## src/include/uqc_pkg.sv

```systemverilog
package uqc_pkg;
  // Register addresses on the three-bit parallel bus
  localparam logic [2:0] ADDR_RX_HOLD = 3'h0;
  localparam logic [2:0] ADDR_MASK = 3'h1;
  localparam logic [2:0] ADDR_SOURCE = 3'h2;
  localparam logic [2:0] ADDR_LINE = 3'h5;
  localparam logic [2:0] ADDR_MODEM = 3'h6;
  // Reset values
  localparam logic [7:0] MASK_RESET = 8'h00;
  localparam logic [1:0] TRIG_SEL_RESET = 2'h0;
  // Mask register bit positions
  localparam int MASK_RX = 0;
  localparam int MASK_TX = 1;
  localparam int MASK_LINE = 2;
  localparam int MASK_MODEM = 3;
  localparam int MASK_SLEEP = 4;
  localparam int MASK_XOFF = 5;
  localparam int MASK_RTS = 6;
  localparam int MASK_CTS = 7;
  localparam logic [7:0] MASK_BASIC = 8'h0f;
  // Queue control register bit positions
  localparam int QC_ENABLE = 0;
  localparam int QC_RX_RESET = 1;
  localparam int QC_TX_RESET = 2;
  localparam int QC_TX_TRIG_LO = 4;
  localparam int QC_RX_TRIG_LO = 6;
  // Source codes in bits 5..0, priority 1 first
  localparam logic [5:0] SRC_LINE = 6'h06;
  localparam logic [5:0] SRC_TIMEOUT = 6'h0c;
  localparam logic [5:0] SRC_RX_DATA = 6'h04;
  localparam logic [5:0] SRC_TX_READY = 6'h02;
  localparam logic [5:0] SRC_MODEM = 6'h00;
  localparam logic [5:0] SRC_XOFF = 6'h10;
  localparam logic [5:0] SRC_PIN = 6'h20;
  localparam logic [5:0] SRC_NONE = 6'h01;
  // Trigger levels selected by codes 00..11
  localparam logic [4:0] TRIG_L0 = 5'h01;
  localparam logic [4:0] TRIG_L1 = 5'h04;
  localparam logic [4:0] TRIG_L2 = 5'h08;
  localparam logic [4:0] TRIG_L3 = 5'h0e;
  // Receive time-out span: four characters plus twelve bits
  localparam logic [6:0] TIMEOUT_CHARS = 7'h04;
  localparam logic [6:0] TIMEOUT_EXTRA_BITS = 7'h0c;

  // Host bus access, strobes are one-cycle pulses
  typedef struct packed {
    logic [2:0] addr;
    logic rd;
    logic wr;
    logic [7:0] wdata;
    logic divisor_sel;
    logic enh_bank;
  } uqc_bus_s;

  // Receive side events and state
  typedef struct packed {
    logic [4:0] level;
    logic loaded;
    logic overrun;
    logic err_at_port;
    logic [2:0] top_err;
    logic err_in_fifo;
  } uqc_rx_s;

  // Transmit side state
  typedef struct packed {
    logic [4:0] level;
    logic shift_empty;
  } uqc_tx_s;

  // Flow control, modem and sleep events
  typedef struct packed {
    logic xoff;
    logic xon;
    logic special;
    logic wake;
    logic [3:0] modem_delta;
    logic auto_rts;
    logic auto_cts;
    logic rts_n;
  } uqc_flow_s;
endpackage

```

## src/core/uqc_irq_ctrl.sv

```systemverilog
// Contract
// Rx data interrupt follows trigger level
// Data ready set on load, cleared empty
// All basic masks off gives polled mode
// Line status bits one to seven mapped
// Mask bit zero enables rx data
// Mask bit one enables tx ready
// Overrun immediate, errors at read port
// Modem deltas interrupt, cleared by read
// Upper mask bits need enhanced enable
// Rising flow pins raise interrupt
// Timeout after four chars twelve bits
// Tx ready cleared by source read/write
// Line read clears, global error persists
// Xoff and special clearing conditions
// Wake-up interrupt reports bit zero set
// Only highest pending source reported
// Six bit source codes by priority
// Bit zero low while pending
// Bits seven six show queue enable
// Bits five four need enhanced enable
// Enable bit gates other control bits
// Rx queue reset self-clearing pulse
// Tx queue reset self-clearing pulse
// Trigger select 1, 4, 8, 14
// Interrupt output while enabled pending
`timescale 1ns/1ps
module uqc_irq_ctrl
  import uqc_pkg::*;
(
  input wire logic sys_clk,
  input wire logic reset,
  input wire uqc_bus_s bus,
  output logic [7:0] rd_data,
  input wire logic enh_enable,
  input wire uqc_rx_s rx,
  input wire uqc_tx_s tx,
  input wire uqc_flow_s flow,
  input wire logic cts_n_pin,
  input wire logic bit_tick,
  input wire logic [3:0] char_bits,
  output logic irq,
  output logic fifo_enable,
  output logic rx_fifo_reset,
  output logic tx_fifo_reset,
  output logic [4:0] rx_trigger,
  output logic [4:0] tx_trigger,
  output logic sleep_enable
);
  // Control registers
  logic [7:0] mask;
  logic fifo_en;
  logic [1:0] rx_sel;
  logic [1:0] tx_sel;
  logic rx_rst;
  logic tx_rst;
  logic [7:0] next_mask;
  logic next_fifo_en;
  logic [1:0] next_rx_sel;
  logic [1:0] next_tx_sel;
  logic next_rx_rst;
  logic next_tx_rst;
  // Sticky pending flags
  logic line_pend;
  logic overrun;
  logic tmo_pend;
  logic tx_pend;
  logic modem_pend;
  logic pin_pend;
  logic xoff_pend;
  logic spec_pend;
  logic wake_pend;
  logic tx_below_q;
  logic next_line_pend;
  logic next_overrun;
  logic next_tmo_pend;
  logic next_tx_pend;
  logic next_modem_pend;
  logic next_pin_pend;
  logic next_xoff_pend;
  logic next_spec_pend;
  logic next_wake_pend;
  logic next_tx_below_q;
  logic rts_q;
  logic [7:0] rdata;
  logic [7:0] next_rdata;
  // Decoded strobes and derived terms
  logic rd_rx_hold, wr_tx_hold, wr_mask, rd_mask, rd_source, wr_qc, rd_line, rd_modem;
  logic [7:0] eff_mask;
  logic rx_data_act;
  logic tx_below;
  logic cts_rise;
  logic rts_rise;
  logic tmo_expire;
  logic [5:0] src_code;
  logic [7:0] source_val;
  logic [7:0] line_val;

  uqc_pin_sync u_cts_sync (
    .sys_clk(sys_clk),
    .reset(reset),
    .pin(cts_n_pin),
    .level(),
    .rise(cts_rise)
  );

  // Idle timer only runs with data waiting
  uqc_rx_timeout u_timeout (
    .sys_clk(sys_clk),
    .reset(reset),
    .bit_tick(bit_tick),
    .restart(rx.loaded | rd_rx_hold),
    .armed(rx.level != 5'h00),
    .char_bits(char_bits),
    .expire(tmo_expire)
  );

  // Address decode; bank selects follow the line format state
  always_comb begin
    rd_rx_hold = bus.rd && bus.addr == ADDR_RX_HOLD && !bus.divisor_sel;
    wr_tx_hold = bus.wr && bus.addr == ADDR_RX_HOLD && !bus.divisor_sel;
    rd_mask = bus.rd && bus.addr == ADDR_MASK && !bus.divisor_sel;
    wr_mask = bus.wr && bus.addr == ADDR_MASK && !bus.divisor_sel;
    rd_source = bus.rd && bus.addr == ADDR_SOURCE && !bus.enh_bank;
    wr_qc = bus.wr && bus.addr == ADDR_SOURCE && !bus.enh_bank;
    rd_line = bus.rd && bus.addr == ADDR_LINE && !bus.enh_bank;
    rd_modem = bus.rd && bus.addr == ADDR_MODEM;
  end

  // Upper mask bits count only with enhanced functions on
  assign eff_mask = enh_enable ? mask : (mask & MASK_BASIC);

  // Trigger decode, one code table for both directions
  function automatic logic [4:0] trig_level(input logic [1:0] sel);
    unique case (sel)
      2'h0: trig_level = TRIG_L0;
      2'h1: trig_level = TRIG_L1;
      2'h2: trig_level = TRIG_L2;
      2'h3: trig_level = TRIG_L3;
    endcase
  endfunction

  // Control register writes
  always_comb begin
    next_mask = mask;
    next_fifo_en = fifo_en;
    next_rx_sel = rx_sel;
    next_tx_sel = tx_sel;
    next_rx_rst = 1'b0;
    next_tx_rst = 1'b0;
    // Upper bits held back without enhanced enable
    if (wr_mask) begin
      next_mask = enh_enable ? bus.wdata : {mask[7:4], bus.wdata[3:0]};
    end
    // Other fields only land with the enable bit set
    if (wr_qc) begin
      next_fifo_en = bus.wdata[QC_ENABLE];
      if (bus.wdata[QC_ENABLE]) begin
        // Receive reset, one cycle pulse
        next_rx_rst = bus.wdata[QC_RX_RESET];
        // Transmit reset, one cycle pulse
        next_tx_rst = bus.wdata[QC_TX_RESET];
        next_rx_sel = bus.wdata[QC_RX_TRIG_LO +: 2];
        if (enh_enable) begin
          next_tx_sel = bus.wdata[QC_TX_TRIG_LO +: 2];
        end
      end
    end
  end

  always_ff @(posedge sys_clk) begin
    if (reset) begin
      mask <= MASK_RESET;
      fifo_en <= 1'b0;
      rx_sel <= TRIG_SEL_RESET;
      tx_sel <= TRIG_SEL_RESET;
      rx_rst <= 1'b0;
      tx_rst <= 1'b0;
    end else begin
      mask <= next_mask;
      fifo_en <= next_fifo_en;
      rx_sel <= next_rx_sel;
      tx_sel <= next_tx_sel;
      rx_rst <= next_rx_rst;
      tx_rst <= next_tx_rst;
    end
  end

  // Level-driven, so it drops as soon as the queue drains below
  always_comb begin
    if (fifo_en) begin
      rx_data_act = rx.level >= trig_level(rx_sel);
      tx_below = tx.level < trig_level(tx_sel);
    end else begin
      rx_data_act = rx.level != 5'h00;
      tx_below = tx.level == 5'h00;
    end
  end

  // Output pin is ours, no synchroniser needed
  assign rts_rise = flow.rts_n & ~rts_q;

  // Sticky flags: every set term wins over a same-cycle clear
  always_comb begin
    next_tx_below_q = tx_below;
    next_overrun = (overrun && !rd_line) || rx.overrun;
    // Overrun at arrival, other errors when at read port
    // Line read drops the interrupt
    next_line_pend = (line_pend && !rd_line) || rx.overrun || rx.err_at_port;
    // Cleared only by reading receive data
    next_tmo_pend = (tmo_pend && !rd_rx_hold) || tmo_expire;
    // Cleared by reporting it or by new transmit data
    next_tx_pend = tx_pend && !wr_tx_hold && !(rd_source && src_code == SRC_TX_READY);
    // Fresh drop below trigger, or enabling while already below it
    if ((tx_below && !tx_below_q) || (wr_mask && bus.wdata[MASK_TX] && !mask[MASK_TX] &&
        tx_below)) begin
      next_tx_pend = 1'b1;
    end
    // Any modem delta; cleared by modem status read
    next_modem_pend = (modem_pend && !rd_modem) || (flow.modem_delta != 4'h0);
    // Pin rises only count under automatic flow control
    next_pin_pend = (pin_pend && !rd_modem) || (flow.auto_rts && rts_rise) ||
                    (flow.auto_cts && cts_rise);
    // Xoff waits for Xon or a source read
    next_xoff_pend = (xoff_pend && !flow.xon && !(rd_source && src_code == SRC_XOFF)) ||
                     flow.xoff;
    // Special character goes on the next character
    next_spec_pend = (spec_pend && !rx.loaded && !(rd_source && src_code == SRC_XOFF)) ||
                     flow.special;
    // Wake-up cleared by a source read
    next_wake_pend = (wake_pend && !rd_source) || flow.wake;
  end

  always_ff @(posedge sys_clk) begin
    if (reset) begin
      line_pend <= 1'b0;
      overrun <= 1'b0;
      tmo_pend <= 1'b0;
      tx_pend <= 1'b0;
      modem_pend <= 1'b0;
      pin_pend <= 1'b0;
      xoff_pend <= 1'b0;
      spec_pend <= 1'b0;
      wake_pend <= 1'b0;
      tx_below_q <= 1'b0;
      rts_q <= 1'b1;
    end else begin
      line_pend <= next_line_pend;
      overrun <= next_overrun;
      tmo_pend <= next_tmo_pend;
      tx_pend <= next_tx_pend;
      modem_pend <= next_modem_pend;
      pin_pend <= next_pin_pend;
      xoff_pend <= next_xoff_pend;
      spec_pend <= next_spec_pend;
      wake_pend <= next_wake_pend;
      tx_below_q <= next_tx_below_q;
      rts_q <= flow.rts_n;
    end
  end

  // Priority chain; only the winner is shown, the rest stay queued
  // Codes in priority order one to seven
  // Bits five and four reachable only through enhanced masks
  // Receive sources gated by mask bit zero
  always_comb begin
    if (eff_mask[MASK_LINE] && line_pend) begin
      src_code = SRC_LINE;
    end else if (eff_mask[MASK_RX] && tmo_pend) begin
      src_code = SRC_TIMEOUT;
    end else if (eff_mask[MASK_RX] && rx_data_act) begin
      src_code = SRC_RX_DATA;
    end else if (eff_mask[MASK_TX] && tx_pend) begin
      src_code = SRC_TX_READY;
    end else if (eff_mask[MASK_MODEM] && modem_pend) begin
      src_code = SRC_MODEM;
    end else if (eff_mask[MASK_XOFF] && (xoff_pend || spec_pend)) begin
      src_code = SRC_XOFF;
    end else if ((eff_mask[MASK_RTS] || eff_mask[MASK_CTS]) && pin_pend) begin
      src_code = SRC_PIN;
    end else begin
      // Idle and wake-up both read with bit zero set
      src_code = SRC_NONE;
    end
    // Top two bits mirror the queue enable
    source_val = {fifo_en, fifo_en, src_code};
    // Line status layout; ready follows queue occupancy
    line_val = {rx.err_in_fifo, (tx.level == 5'h00) && tx.shift_empty,
                tx.level == 5'h00, rx.top_err, overrun, rx.level != 5'h00};
  end

  // Read data registered; other addresses return zero from this block
  always_comb begin
    next_rdata = rdata;
    if (rd_mask) begin
      next_rdata = mask;
    end else if (rd_source) begin
      next_rdata = source_val;
    end else if (rd_line) begin
      next_rdata = line_val;
    end else if (bus.rd) begin
      next_rdata = 8'h00;
    end
  end

  always_ff @(posedge sys_clk) begin
    if (reset) begin
      rdata <= {2'h0, SRC_NONE};
    end else begin
      rdata <= next_rdata;
    end
  end

  // Output follows any enabled pending source
  // With every mask bit clear nothing reaches the output
  assign irq = (src_code != SRC_NONE) || (wake_pend && eff_mask[MASK_SLEEP]);
  assign rd_data = rdata;
  assign fifo_enable = fifo_en;
  assign rx_fifo_reset = rx_rst;
  assign tx_fifo_reset = tx_rst;
  assign rx_trigger = trig_level(rx_sel);
  assign tx_trigger = trig_level(tx_sel);
  assign sleep_enable = eff_mask[MASK_SLEEP];
endmodule // uqc_irq_ctrl

```

## src/core/uqc_pin_sync.sv

```systemverilog
`timescale 1ns/1ps
// Two-stage synchroniser with a rising edge pulse
module uqc_pin_sync
  import uqc_pkg::*;
(
  input wire logic sys_clk,
  input wire logic reset,
  input wire logic pin,
  output logic level,
  output logic rise
);
  logic meta;
  logic sync;
  logic prev;
  logic next_meta;
  logic next_sync;
  logic next_prev;

  // Edge detector reads only the second stage
  always_comb begin
    next_meta = pin;
    next_sync = meta;
    next_prev = sync;
  end

  always_ff @(posedge sys_clk) begin
    if (reset) begin
      meta <= 1'b1;
      sync <= 1'b1;
      prev <= 1'b1;
    end else begin
      meta <= next_meta;
      sync <= next_sync;
      prev <= next_prev;
    end
  end

  assign level = sync;
  assign rise = sync & ~prev;
endmodule // uqc_pin_sync

```

## src/core/uqc_rx_timeout.sv

```systemverilog
`timescale 1ns/1ps
// Receive idle timer counted in bit ticks
module uqc_rx_timeout
  import uqc_pkg::*;
(
  input wire logic sys_clk,
  input wire logic reset,
  input wire logic bit_tick,
  input wire logic restart,
  input wire logic armed,
  input wire logic [3:0] char_bits,
  output logic expire
);
  logic [6:0] count;
  logic done;
  logic [6:0] next_count;
  logic next_done;
  logic [6:0] span;

  // Fires once per idle stretch; data arrival or a read rearms it
  always_comb begin
    span = TIMEOUT_CHARS * {3'h0, char_bits} + TIMEOUT_EXTRA_BITS;
    next_count = count;
    next_done = done;
    expire = 1'b0;
    if (restart || !armed) begin
      next_count = '0;
      next_done = 1'b0;
    end else if (bit_tick && !done) begin
      next_count = count + 7'h01;
      if (next_count >= span) begin
        next_done = 1'b1;
        expire = 1'b1;
      end
    end
  end

  always_ff @(posedge sys_clk) begin
    if (reset) begin
      count <= '0;
      done <= 1'b0;
    end else begin
      count <= next_count;
      done <= next_done;
    end
  end
endmodule // uqc_rx_timeout

```

## config.mk

```make
export PLATFORM = sky130hd
export DESIGN_NAME = uqc_irq_ctrl
export DESIGN_NICKNAME = d
export VERILOG_FILES = /design/src/include/uqc_pkg.sv /design/src/core/uqc_irq_ctrl.sv /design/src/core/uqc_pin_sync.sv /design/src/core/uqc_rx_timeout.sv
export SDC_FILE = /design/constraint.sdc
export NUM_CORES = 1
export LEC_CHECK = 0
export BUFFER_PORTS_ARGS = -buffer_cell sky130_fd_sc_hd__buf_2
export CORE_MARGIN = 3
export CORE_UTILIZATION = 50
export DETAILED_ROUTE_END_ITERATION = 7
export PLACE_DENSITY = 0.78
export SLEW_MARGIN = 20
export SYNTH_ARGS = -nofsm -noshare
export SYNTH_HDL_FRONTEND = slang
export SYNTH_SLANG_ARGS = --single-unit
```

## constraint.sdc

```tcl
create_clock -name sys_clk -period 2.5 [get_ports sys_clk]
set_input_delay 0.375 -clock sys_clk [delete_from_list [all_inputs] [get_ports sys_clk]]
set_output_delay 0.375 -clock sys_clk [all_outputs]
set_load 0.005 [all_outputs]
```

---- Yosys cells after proc, flatten, opt, wreduce, memory -nomap -nowiden ----
Cells that the tools add are included.
storage, ports and cells
  register bits ........................... 45
  bits in latches ......................... 0
  memory bits (writable) .................. 0
  memory bits (read-only) ................. 0
  input bits .............................. 53
  word-level logic and storage cells ...... 159
  memories kept ........................... 0
operators by class
  add/sub/neg operators ................... 2
  multipliers ............................. 0
  divide/modulo/power cells ............... 0
  magnitude comparators ................... 3
  equality and inequality tests ........... 13
  shift-type cells ........................ 0
  multiplexer cells ....................... 22
  bitwise logic cells ..................... 7
  reductions and logical operators ........ 88
operators by type and width
  kind                                                                    number
  1-bit logical AND                                                       45
  6-bit two-way mux                                                       7
  8-bit two-way mux                                                       5
  5-bit one-hot mux with 4 select lines                                   2
  1-bit zero test                                                         15
  1-bit logical OR                                                        15
  5-bit two-way mux                                                       2
  2-bit equality test (second input constant)                             4
  4-bit nonzero test                                                      2
  6-bit by 4-bit adder with 7-bit output (second input constant)          1
  7-bit by 1-bit adder with 7-bit output (second input constant)          1
  7-bit greater-or-equal comparator                                       1
  3-bit equality test (second input constant)                             2
  6-bit by 2-bit equality test with 1-bit output (second input constant)  1
  6-bit by 5-bit equality test with 1-bit output (second input constant)  1
  1-bit two-way mux                                                       6
  6-bit by 1-bit != test with 1-bit output (second input constant)        1
  2-bit AND reduction                                                     3
  5-bit greater-or-equal comparator                                       1
  5-bit zero test                                                         1
  5-bit less-than comparator                                              1
  5-bit nonzero test                                                      1
  2-bit by 1-bit equality test with 1-bit output (second input constant)  2
  2-bit zero test                                                         2
  9 further kinds                                                         13

---- Longest topological paths before layout ----
  depth in word-level cells ............... 15
  depth in mapped cells ................... 9

---- Cells and area by module ----
Synthesis repeated with hierarchy kept, for this count alone.
second synthesis, totals
  cell total of the unflattened synthesis .. 299
  area total of the unflattened synthesis .. 2484.9 µm²
by module, submodules not included
  module          times used  cells each  area each (µm²)  sequential area each (µm²)
  uqc_irq_ctrl    1           222         1803.0           680.7
  uqc_rx_timeout  1           70          596.8            160.2
  uqc_pin_sync    1           7           85.1             60.1

---- Worst setup path before layout ----
OpenSTA, ideal clock, no wires.
  kind .................................... flip-flop to output port
  start point ............................. register rx_sel[0]
  end point ............................... output irq
  arrival time ............................ 1.747 ns
  required time ........................... 2.125 ns
  slack ................................... 0.378 ns
  cell stages (with the launch flop) ...... 8
  cells stage by stage .................... dfxtp_1 -> nand2_1 -> ha_1 -> or4_4 -> a21oi_2 -> o21ai_2 -> and2_2 -> nand4bb_1
between the ends
  longest elaborated chain between the ends .. 11
  elaborated cells between the ends (all ways) .. 14
  classes of those cells .................. 1 x order compare; 4 x eq/ne; 6 x mux; 3 x reduce/logical
RTL lines
  what                                               line                 RTL
  from (decl)                                        uqc_irq_ctrl.sv:53   logic [1:0] rx_sel;
  from (signal assigned)                             uqc_irq_ctrl.sv:182  rx_sel <= next_rx_sel;
  2-bit equality test, or another cell as far along  uqc_irq_ctrl.sv:135  unique case (sel)
  5-bit one-hot mux with 4 select lines *            uqc_irq_ctrl.sv:135
  5-bit two-way mux *                                uqc_irq_ctrl.sv:191  if (fifo_en) begin
  5-bit greater-or-equal comparator *                uqc_irq_ctrl.sv:192  rx_data_act = rx.level >= trig_level(rx_sel);
  1-bit two-way mux *                                uqc_irq_ctrl.sv:191
  1-bit logical AND *                                uqc_irq_ctrl.sv:271  end else if (eff_mask[MASK_RX] && rx_data_act) begin
  6-bit two-way mux *                                uqc_irq_ctrl.sv:271
  6-bit two-way mux *                                uqc_irq_ctrl.sv:269  end else if (eff_mask[MASK_RX] && tmo_pend) begin
  6-bit two-way mux *                                uqc_irq_ctrl.sv:267  if (eff_mask[MASK_LINE] && line_pend) begin
  6-bit by 1-bit != test with 1-bit output *         uqc_irq_ctrl.sv:316  assign irq = (src_code != SRC_NONE) || (wake_pend && eff_mask[MASK_SLEEP]);
  1-bit logical OR *                                 uqc_irq_ctrl.sv:316
  to (decl)                                          uqc_irq_ctrl.sv:42   output logic irq,
Mark *: on every way between the ends. The rest lies on a longest branch, timed or not. The select of a mux whose other input is x is not followed.

---- Worst setup path in the final report ----
Same ends and word-level chain as after synthesis.

==> flow_summary.toml <==
[run_status]
status = "finished, violations left"
violations = "negative setup slack"

[floorplan]
die_h_um = 75.95
initial_utilization_pct = 53.95
die_w_um = 75.95
fp.dieArea_um2 = 5768
core_area_um2 = 4534
pin_count = 76
fp-row-count = 24

[pwr]
intPower_w = 0.001004
power.density_nw_per_um2 = 444.0
swShare_pct = 24.91
comb_power_share_pct = 12.4
ir_drop_uv = 354.1
clkPwrFrac_pct = 31.8
leakage_nw = 1.334
pwr-share-seq_pct = 55.8
p_switching_w = 0.0003331

[finish]
num_antenna_cells = 0
final_cell_mix = "buf_2 (73), dfxtp_1 (43), nor2_1 (27)"
fin_util_pct = 66.42
areaGrowthSynthToFinish_pct = 23.12
n_fill_cell = 392
drive_gt1_share_pct = 29.08
nNetsFinal = 434
final_common_cell = "buf_2"

[drt]
wl_met1_um = 2751
via_count = 2311
initialDrtViolationCount = 164
viasPerCell = 5.337
routed.top_layer = "met4"
ant_nets = 0
routedWlPerCell_um = 13.68
wl_met2_um = 2674
drt_drc_violations_left = 0
dr.pass1.iters = 4
routed_wl_um = 5925
wl_met3_um = 391

[timing]
hold_violations = 0
period_minus_slack_ns = 2.518
grt_setup_unrepaired = "true"
fin_crit_sh_pct = 100.7
setup_viol = 1
worstMarginPinSlew_ns = 0.5486
fin_ws_ns = -0.01804
skew_ns = 0.004682
drv_slew = 0
slew_headroom_pct = 63.35
max_freq_mhz = 397.1

[clocking]
clock_latency_ns = 0.30
cts_num_sinks = 45
cts_root_buf = "clkbuf_8"
cts_inserted_buffers = 5
cts_tree = "yes"
clkSlewWorstSetupHoldPaths_ns = 0.08
cts_max_path_buffers = 2
htree_levels = 2
ctsHoldBuffers = 0

[setup_path]
max_stage_delay_ns = 0.51
rr_startpoint = "rx_sel[0]"
crit_start = "rx_sel[0]"
path_cells = "nand2_4, ha_4, or4_4, a21oi_4, o21ai_2, and2_4, nand4bb_1, buf_2"
crit_fanout = 3
path_class = "register to primary output"
critPathRequiredTime_ns = 2.12
crit_slowest_cell = "or4_4"
crit_buf_inv = 1
start_kind = "register"
cp.depth = 8
critPathTopFamily = "simple AND/OR/NAND/NOR gates"
cp-end-kind = "primary output"
cp.arrival_ns = 2.14
worstRegToRegCells = 8

[hold_path]
min_path_type = "input port to register"
min_from = "cts_n_pin"
whs_path_depth = 2

[run]
max_cap_violations = 0

[logic_synthesis]
postSynthAreaPerCell_um2 = 8.320
syn_inst = 294
yosysWarnings = 0
synth_cell_types = 54
synth_edf_count = 0
yosysSeqAreaShare_pct = 36.83
synth_area_um2 = 2446
synth_ff_type = "dfxtp_1"
synthArstFlopShare_pct = 0
ys_seq_elements = 45

[grt]
grt_pass1_wl_um = 9742
grt-ovfl-total = 0
antenna_found_initial = 0
grt_pass1_vias = 2133
track_usage_pct = 20.22
grt_max_degree = 27

[place]
routabilityCongestion = 0.8599
place.port_buffers = 73
dp_hpwl_um = 4593
dp_slack_ns = 0.08916
per-layer routing:
layer,vias to the layer above,GRT usage (%)
met3,11,4.384
met5,-,0
li1,1183,-
met2,80,31.91
met1,1037,27.27
met4,0,7.246
worst register-to-register path, stage by stage (launching register included):
cell and delay [ns]:
dfxtp_4 0.38, nand2_4 0.07, ha_4 0.15, or4_4 0.51, a21oi_4 0.14, o21ai_2 0.09
buf_4 0.15, a211o_1 0.34, o21a_1 0.18
cells by family (layout without fill, tap and decap cells):
family          Yosys count  in the layout  synth area share, %
other cells               1              2               0.1533
mux                       9              9                3.683
xor+xnor                 13             13                4.655
buf+inv                  31            104                5.115
simple gates            119            119                25.22
flops                    45             45                36.83
fa+ha+maj                14             14                7.161
compound gates           62             62                17.19
timing repair:
item                                    in CTS  in global routing
setup buffers                                4                  0
pin swaps                                    4                  5
endpoints found under the setup margin       1                  1
gates resized for setup                      5                  7
registers in the layout, indices dropped and copies added, names as in the netlist, 2 cells and up:
signal / flops
rd_data: 8
mask: 8
rx_sel: 2
u_timeout.count: 7
tx_sel: 2
power groups by stage:
stage | logic, W | clock network, W | registers, W
after detailed placement | 0.000161 | 0 | 0.000764
final | 0.000165 | 0.000426 | 0.000746
after global placement | 0.000156 | 0 | 0.000764
after CTS | 0.000163 | 0.000438 | 0.000747
after global routing | 0.000186 | 0.000468 | 0.000748
after floorplan | 0.0000872 | 0 | 0.000761
worst paths after layout:
path	slack, ns	to
max reg2reg	0.39	xoff_pend
min	0.26	u_cts_sync.meta
min reg2reg	0.41	u_cts_sync.level
max	-0.02	irq
stage by stage:
stage | TNS (ns) | hold slack, ns | instances | instance area (um^2) | power (W)
CTS | 0 | 0.2472 | 433 | 2979 | 0.001348
detailed placement | 0 | 0.3928 | 421 | 2858 | 0.0009250
global route | -0.09194 | 0.2517 | 433 | 3012 | 0.001402
floorplan | 0 | 0.3895 | 295 | 2450 | 0.0008481
finish | -0.01804 | 0.2560 | 433 | 3012 | 0.001337
global placement | 0 | 0.3921 | 421 | 2858 | 0.0009201
synth_stat cells, types with 5 or more instances:
| cell | count | area, um^2 |
|---|---|---|
| a21oi_1 | 15 | 75.07 |
| a31oi_1 | 8 | 50.05 |
| clkbuf_1 | 13 | 48.80 |
| dfxtp_1 | 45 | 900.9 |
| ha_1 | 14 | 175.2 |
| inv_1 | 15 | 56.30 |
| mux2i_1 | 9 | 90.09 |
| nand2_1 | 27 | 101.4 |
| nand2b_1 | 5 | 31.28 |
| nand3_1 | 16 | 80.08 |
| nand4_1 | 6 | 37.54 |
| nor2_1 | 28 | 105.1 |
| nor2b_1 | 6 | 37.54 |
| nor3_1 | 6 | 30.03 |
| o21ai_0 | 7 | 35.03 |
| or2_2 | 5 | 31.28 |
| xnor2_1 | 6 | 52.55 |
| xor2_1 | 7 | 61.31 |
final cells by class:
cell class	instances	area (um^2)	area share (%)
multi-input combinational	219	1458	48.40
inverter	15	56.30	1.870
tap	65	81.33	2.700
timing repair buffer	81	425.4	14.13
clock inverter	2	10.01	0.3324
sequential	45	908.4	30.16
clock buffer	6	72.57	2.410
Power figures use the tool's default switching activity.
